## src/flash_pin_pkg.sv

```systemverilog
// Constants and types for the parallel flash pin behaviour block
package flash_pin_pkg;
    localparam int DATA_W = 16;
    localparam int ADDR_W_MIN = 22;
    localparam int ADDR_W_MAX = 25;
    localparam int RCFG_W = 16;
    localparam int WAIT_POL_POS = 10;
    localparam logic [DATA_W-1:0] DATA_RESET = 16'h0000;

    typedef enum logic {
        MODE_ASYNC,
        MODE_SYNC
    } read_mode_t;
endpackage : flash_pin_pkg

```

## src/flash_bus_pins.sv

```systemverilog
// Host-facing pin behaviour of a 16-bit parallel flash device
`timescale 1ns/1ps
`default_nettype none
module flash_bus_pins #(
    parameter int ADDR_W = flash_pin_pkg::ADDR_W_MAX,
    parameter bit DUAL_DIE = 1'b1
) (
    input wire logic clk,
    input wire logic rst,
    // Host control pins, sampled on clk
    input wire logic chip_sel_n,
    input wire logic out_en_n,
    input wire logic write_en_n,
    input wire logic address_valid_n,
    input wire logic reset_n,
    input wire logic write_protect_n,
    // Host address pins; die_sel is the bit above the word address
    input wire logic [ADDR_W-1:0] addr_in,
    input wire logic die_sel,
    // Data pins
    input wire logic [flash_pin_pkg::DATA_W-1:0] data_in,
    output logic [flash_pin_pkg::DATA_W-1:0] data_out,
    output logic data_oe_n,
    // Wait pin
    output logic wait_out,
    output logic wait_oe_n,
    // Supply monitors, high while above lockout
    input wire logic vpp_ok,
    input wire logic vcc_ok,
    // Core side: read data and mode control
    input wire logic [flash_pin_pkg::DATA_W-1:0] rd_data,
    input wire logic rd_valid,
    input wire logic [flash_pin_pkg::RCFG_W-1:0] read_config_register,
    input wire logic set_sync,
    input wire logic set_async,
    output logic sync_mode,
    // Core side: latched read address
    output logic [ADDR_W-1:0] latched_addr,
    output logic top_die,
    // Core side: captured write
    output logic wr_valid,
    output logic [ADDR_W-1:0] wr_addr,
    output logic [flash_pin_pkg::DATA_W-1:0] wr_data,
    output logic wr_top_die,
    // Core side: protection and automation
    input wire logic unlock_req,
    input wire logic block_locked_down,
    output logic unlock_grant,
    input wire logic alter_req,
    output logic alter_grant,
    output logic alter_refused,
    output logic automation_reset,
    output logic selected
);
    // Widths outside the supported densities cannot be served
    if (ADDR_W < flash_pin_pkg::ADDR_W_MIN || ADDR_W > flash_pin_pkg::ADDR_W_MAX) begin : g_bad_addr_w
        $error("ADDR_W out of range");
    end
    // Only the widest density comes as two stacked dies
    if (DUAL_DIE && ADDR_W != flash_pin_pkg::ADDR_W_MAX) begin : g_bad_dual_die
        $error("DUAL_DIE needs the widest address");
    end

    flash_pin_pkg::read_mode_t mode, next_mode;
    logic we_prev, next_we_prev;
    logic adv_held, next_adv_held;
    logic [ADDR_W-1:0] next_latched_addr, next_wr_addr;
    logic next_top_die, next_wr_top_die, next_wr_valid;
    logic [flash_pin_pkg::DATA_W-1:0] next_data_out, next_wr_data;
    logic next_data_oe_n, next_wait_out, next_wait_oe_n;
    logic next_unlock_grant, next_alter_grant, next_alter_refused;
    logic reading, wait_pol, wait_active, die_bit;

    always_comb begin
        reading = !chip_sel_n && !out_en_n && reset_n && write_en_n;
        wait_pol = read_config_register[flash_pin_pkg::WAIT_POL_POS];
        die_bit = DUAL_DIE ? die_sel : 1'b0;
        // Mode: reset forces asynchronous read-array
        next_mode = mode;
        if (!reset_n) begin
            next_mode = flash_pin_pkg::MODE_ASYNC;
        end else if (set_sync) begin
            next_mode = flash_pin_pkg::MODE_SYNC;
        end else if (set_async) begin
            next_mode = flash_pin_pkg::MODE_ASYNC;
        end
        // Address latch
        next_latched_addr = latched_addr;
        next_top_die = top_die;
        next_adv_held = adv_held;
        if (address_valid_n) begin
            next_adv_held = 1'b0;
        end else if (mode == flash_pin_pkg::MODE_SYNC) begin
            if (!adv_held) begin
                next_latched_addr = addr_in;
                next_top_die = die_bit;
                next_adv_held = 1'b1;
            end
        end else begin
            // Flow through while address valid is low, hold once it rises
            next_latched_addr = addr_in;
            next_top_die = die_bit;
        end
        // Write capture on strobe rise
        next_we_prev = write_en_n;
        next_wr_valid = 1'b0;
        next_wr_addr = wr_addr;
        next_wr_data = wr_data;
        next_wr_top_die = wr_top_die;
        if (write_en_n && !we_prev && !chip_sel_n && reset_n) begin
            next_wr_valid = 1'b1;
            next_wr_addr = addr_in;
            next_wr_data = data_in;
            next_wr_top_die = die_bit;
        end
        // Data bus
        next_data_oe_n = !reading;
        next_data_out = reading ? rd_data : flash_pin_pkg::DATA_RESET;
        // Wait pin: asserted only for invalid data in synchronous reads
        wait_active = reading && (mode == flash_pin_pkg::MODE_SYNC) && !rd_valid;
        next_wait_out = wait_active ? wait_pol : !wait_pol;
        next_wait_oe_n = chip_sel_n || out_en_n;
        // Protection decisions
        next_unlock_grant = unlock_req && reset_n && (write_protect_n || !block_locked_down);
        next_alter_grant = alter_req && reset_n && vpp_ok && vcc_ok;
        next_alter_refused = alter_req && !(reset_n && vpp_ok && vcc_ok);
    end

    always_ff @(posedge clk) begin
        if (rst) begin
            mode <= flash_pin_pkg::MODE_ASYNC;
            we_prev <= 1'b1;
            adv_held <= 1'b0;
            latched_addr <= '0;
            top_die <= 1'b0;
            wr_valid <= 1'b0;
            wr_addr <= '0;
            wr_data <= flash_pin_pkg::DATA_RESET;
            wr_top_die <= 1'b0;
            data_out <= flash_pin_pkg::DATA_RESET;
            data_oe_n <= 1'b1;
            wait_out <= 1'b0;
            wait_oe_n <= 1'b1;
            unlock_grant <= 1'b0;
            alter_grant <= 1'b0;
            alter_refused <= 1'b0;
            automation_reset <= 1'b1;
            selected <= 1'b0;
            sync_mode <= 1'b0;
        end else begin
            mode <= next_mode;
            we_prev <= next_we_prev;
            adv_held <= next_adv_held;
            latched_addr <= next_latched_addr;
            top_die <= next_top_die;
            wr_valid <= next_wr_valid;
            wr_addr <= next_wr_addr;
            wr_data <= next_wr_data;
            wr_top_die <= next_wr_top_die;
            data_out <= next_data_out;
            data_oe_n <= next_data_oe_n;
            wait_out <= next_wait_out;
            wait_oe_n <= next_wait_oe_n;
            unlock_grant <= next_unlock_grant;
            alter_grant <= next_alter_grant;
            alter_refused <= next_alter_refused;
            automation_reset <= !reset_n;
            selected <= !chip_sel_n;
            sync_mode <= (next_mode == flash_pin_pkg::MODE_SYNC);
        end
    end
endmodule : flash_bus_pins
`default_nettype wire

```

## config.mk

```make
export PLATFORM = sky130hd
export DESIGN_NAME = flash_bus_pins
export DESIGN_NICKNAME = d
export VERILOG_FILES = /design/src/flash_pin_pkg.sv /design/src/flash_bus_pins.sv
export SDC_FILE = /design/constraint.sdc
export NUM_CORES = 1
export LEC_CHECK = 0
export BUFFER_PORTS_ARGS = -buffer_cell sky130_fd_sc_hd__buf_2
export CORE_ASPECT_RATIO = 0.7
export CORE_MARGIN = 2
export CORE_UTILIZATION = 35
export DETAILED_ROUTE_END_ITERATION = 8
export GPL_TIMING_DRIVEN = 0
export PLACE_DENSITY_LB_ADDON = 0.3
export REMOVE_ABC_BUFFERS = 1
export SLEW_MARGIN = 10
export SYNTH_ARGS = -nofsm -noshare
export SYNTH_HDL_FRONTEND = slang
export SYNTH_SLANG_ARGS = --single-unit
```

## constraint.sdc

```tcl
create_clock -name clk -period 3.3 [get_ports clk]
set_clock_uncertainty 0.2 [all_clocks]
set_input_delay 0.495 -clock clk [delete_from_list [all_inputs] [get_ports clk]]
set_output_delay 0.495 -clock clk [all_outputs]
set_load 0.01 [all_outputs]
```

[After elaboration in Yosys (flattened, before gate mapping)]
Index checks and enable logic that the tools add are counted.
Storage, ports and cells
  register bits: 96
  input port bits: 90
  word-level logic and storage cells: 62
Operators by class
  reduce and logical (&&, ||, !) cells: 32
  multiplexer cells: 8
  eq/ne operators: 1
  bitwise logic cells: 3
Operator list (number)
  $mux W25: 2
  $logic_and A1 B1 Y1: 16
  $logic_not A1 Y1: 9
  $mux W1: 6
  $reduce_or A2 Y1: 3
  $not A1 Y1: 3
  $logic_or A1 B1 Y1: 2
  $ne A2 B2 Y1 const B: 1
  $reduce_and A2 Y1: 1
  $reduce_bool A2 Y1: 1

[Logic depth before layout (Yosys ltp)]
  word-level depth: 7
  depth in mapped cells: 5
  depth with buffers taken out: 3

[Least setup slack after synthesis]
OpenSTA, ideal clock, no wires.
  path kind: input port to flip-flop
  start: in out_en_n
  end: reg data_out[10] (netlist name)
  buffers on the path: 1
  path slack: 1789 ps
  arrival time: 1253 ps
  stages on the path: 4
  library setup time: 59 ps
  cells stage by stage: or3_4 nor2_4 buf_4 and2_1
Between the ends
  longest elaborated chain between the ends: 6
RTL lines
  from (decl): RTL line flash_bus_pins.sv:12  | input wire logic out_en_n,
  $logic_not A1 Y1: RTL line flash_bus_pins.sv:75  | reading = !chip_sel_n && !out_en_n && reset_n && write_en_n;
  $logic_and A1 B1 Y1 (3 in series): RTL line flash_bus_pins.sv:75
  $not A1 Y1 (no line)
  $reduce_or A2 Y1 (no line)
  to (signal assigned): RTL line flash_bus_pins.sv:140  | data_out <= flash_pin_pkg::DATA_RESET;
  to (signal assigned): RTL line flash_bus_pins.sv:160  | data_out <= next_data_out;
  to (decl): RTL line flash_bus_pins.sv:22  | output logic [flash_pin_pkg::DATA_W-1:0] data_out,
No other way between the ends.
A chain may end at the register's enable or synchronous reset.

[Final worst setup path]
  start: reg we_prev
  end: reg wr_addr[16]
Between the ends
  longest elaborated chain between the ends: 4
RTL lines
  from (decl): RTL line flash_bus_pins.sv:65  | logic we_prev, next_we_prev;
  from (signal assigned): RTL line flash_bus_pins.sv:152  | we_prev <= next_we_prev;
  $logic_not A1 Y1: RTL line flash_bus_pins.sv:110  | if (write_en_n && !we_prev && !chip_sel_n && reset_n) begin
  $logic_and A1 B1 Y1 (3 in series): RTL line flash_bus_pins.sv:110
  to (signal assigned): RTL line flash_bus_pins.sv:157  | wr_addr <= next_wr_addr;
  to (decl): RTL line flash_bus_pins.sv:42  | output logic [ADDR_W-1:0] wr_addr,
No other way between the ends.

==> qor.csv <==
stage;metric;value;unit
outcome;status;finished, final reports clean;
placement;place_ws;1130;ps
routing;ant_nets;0;
cts;cts_root_buffer;clkbuf_16;
power_and_ir_drop;p_leak;0.00206;uW
routing;first_pass_iters;6;
sta;slew_headroom;37.2;%
routing;drt_iter0_drc;135;
power_and_ir_drop;powerDensity;560;nW/um^2
routing;vias;2944;
finish;layout_common_cells;168 x buf_2, 137 x nand2_1, 96 x dfxtp_1;
cts;clk_latency;330;ps
placement;hpwl;5740;microns
sta;rsz0062_at_grt;false;
sta;period_share;54.9;%
sta;period_minus_slack;1810;ps
power_and_ir_drop;vdd_drop_max;0.394;mV
worst_setup_path;cp_slowest_cell;and4bb_2;
global_route;track_usage;16.8;%
routing;drc_errors;0;
sta;worst_slew_pin_slew;942;ps
worst_setup_path;cp.required;3370;ps
global_route;antenna_found_initial;0;
worst_setup_path;reg2reg_from;we_prev;
worst_setup_path;critPathMaxFanout;42;
finish;nets;616;
power_and_ir_drop;switching_share;21.5;%
synth;yosys_register_bits;96;
cts;htreeDepth;3;
worst_setup_path;ff2ff_path_depth;3;
synth;yosysUniqueCellTypes;24;
routing;wirelength;8190;microns
finish;area_growth;39.9;%
global_route;grt_pass1_vias;2856;
synth;syn_inst;369;
power_and_ir_drop;seqPwrFrac;48.4;%
worst_setup_path;end_kind;flop;
routing;vias_per_cell;4.49;
sta;slew_viol_final;0;
die;initial_core_util;35.6;%
die;die_w;118;microns
sta;finalHoldViolCount;0;
synth;yosys_warnings;0;
worst_setup_path;slowest_delay;910;ps
finish;drive_above_1_share;36.2;%
worst_setup_path;startpoint;we_prev;
die;core-area;8930;sq um
die;ios;184;
synth;synth-seq-area-share;60.5;%
global_route;overflow;0;
cts;cts.path.max_buffers;2;
cts;post-cts-setup-buffers;0;
worst_hold_path;min-delay-path-class;input pin to flop;
worst_setup_path;start_kind;flop;
die;fp.dieH;83.7;microns
placement;gp_congestion;0.705;
finish;post-route-util;49.8;%
cts;cts_tree;done;
routing;wl_per_cell;12.5;microns
power_and_ir_drop;pwr-share-clk;44.5;%
finish;n_antenna_cell;0;
worst_hold_path;worst_hold_path.num_cells;2;
placement;portBuffers;168;
worst_setup_path;path_cells;and4bb_2 > nand2_1 > a21oi_1;
sta;fin_setup_tns;0;ps
power_and_ir_drop;p_comb_share;7.1;%
global_route;grt_max_degree;44;
worst_setup_path;arrival;1880;ps
flow_run;cap_violations;0;
cts;cts_resized;0;
cts;hold_buffers;0;
sta;fmax;551;MHz
synth;synthesis.area;3180;sq um
synth;synth.avg_cell_area;8.61;sq um
finish;layout_commonest_cell;buf_2;
cts;clkTransAtPathRegs;60;ps
worst_hold_path;hold_path.startpoint;rd_data[0];
sta;fin_ws;1490;ps
die;fp-row-count;29;
power_and_ir_drop;power;2490;uW
global_route;grt_first_pass_wirelength;13200;microns
die;design.die.area;9860;sq um
placement;place_area;4120;sq um
sta;setup_violations;0;
worst_setup_path;critPathKind;flop to flop;
finish;design_area;4440;sq um
power_and_ir_drop;switching_power;535;uW
cts;cts_buffers;9;
power_and_ir_drop;intPower;1950;uW
cts;clock-sinks;96;
## flip-flops by register name, indices dropped and copies added, names as in the netlist
signal            flops
wait_oe_n             1
data_oe_n             1
wait_out              1
wr_top_die            1
data_out             16
alter_grant           1
wr_data              16
we_prev               1
mode                  1
alter_refused         1
adv_held              1
latched_addr         25
top_die               1
wr_valid              1
automation_reset      1
selected              1
unlock_grant          1
wr_addr              25
## through the flow
stage	instances	hold WS, ps
3_3_place_gp	637	239
3_5_place_dp	639	245
4_1_cts	655	143
5_1_grt	655	142
6_report	655	154
2_1_floorplan	345	274
## synth_stat cells
cell type / count / area [sq um]
dfxtp_1: 96 / 1920
a21o_2: 1 / 8.76
buf_4: 5 / 37.5
a21oi_2: 1 / 8.76
clkbuf_1: 8 / 30.0
o21a_1: 1 / 7.51
nand4bb_1: 1 / 11.3
buf_2: 11 / 55.1
and4bb_2: 1 / 12.5
nand3_1: 1 / 5.00
nand2b_1: 2 / 12.5
or3b_1: 1 / 8.76
and2_1: 16 / 100
nor3_1: 3 / 15.0
nor2b_1: 1 / 6.26
a21oi_1: 69 / 345
nor2_4: 1 / 11.3
inv_1: 3 / 11.3
o21ai_0: 1 / 5.00
or2_2: 1 / 6.26
nor2_1: 6 / 22.5
nand3b_1: 1 / 7.51
nand2_1: 137 / 514
or3_4: 1 / 11.3
## cell families after synthesis
kind of cell / share of synthesized area (%)
simple gates: 23.4
compound gates: 11.8
buf+inv: 4.22
flops: 60.5
## power groups by stage
stage               Sequential [uW]  Combinational [uW]  Clock, uW
finish                         1200                 177       1110
global route                   1210                 198       1190
CTS                            1200                 180       1140
detailed placement             1230                 180          0
global placement               1230                 168          0
floorplan                      1250                47.0          0
## metal layers
metal  global-route usage (%)  routed length [microns]
met5                        0                        0
met1                     19.4                     3540
met3                     7.51                      775
met2                     28.3                     3790
met4                     4.93                       87
## critical path: cells and delay by family (launching register included)
kind | cells | cell delay (ps)
simple gates | 2 | 1050
compound gates | 1 | 140
flops | 1 | 310
## worst paths after layout
check / endpoint / slack [ps]
hold reg to reg: wr_addr[22] / 250
hold / removal: data_out[0] / 150
setup reg to reg: wr_addr[16] / 1490
setup / recovery: wr_addr[16] / 1490
## cell type report
type                    count  area [sq um]
clock inverters             5          80.1
repair buffers            170           888
flip-flops and latches     96          1920
multi-input cells         246          1140
clock buffers              11           243
inverters                   3          11.3
well taps                 124           155
fillers                   892          4480
(Power assumes the default switching activity.)
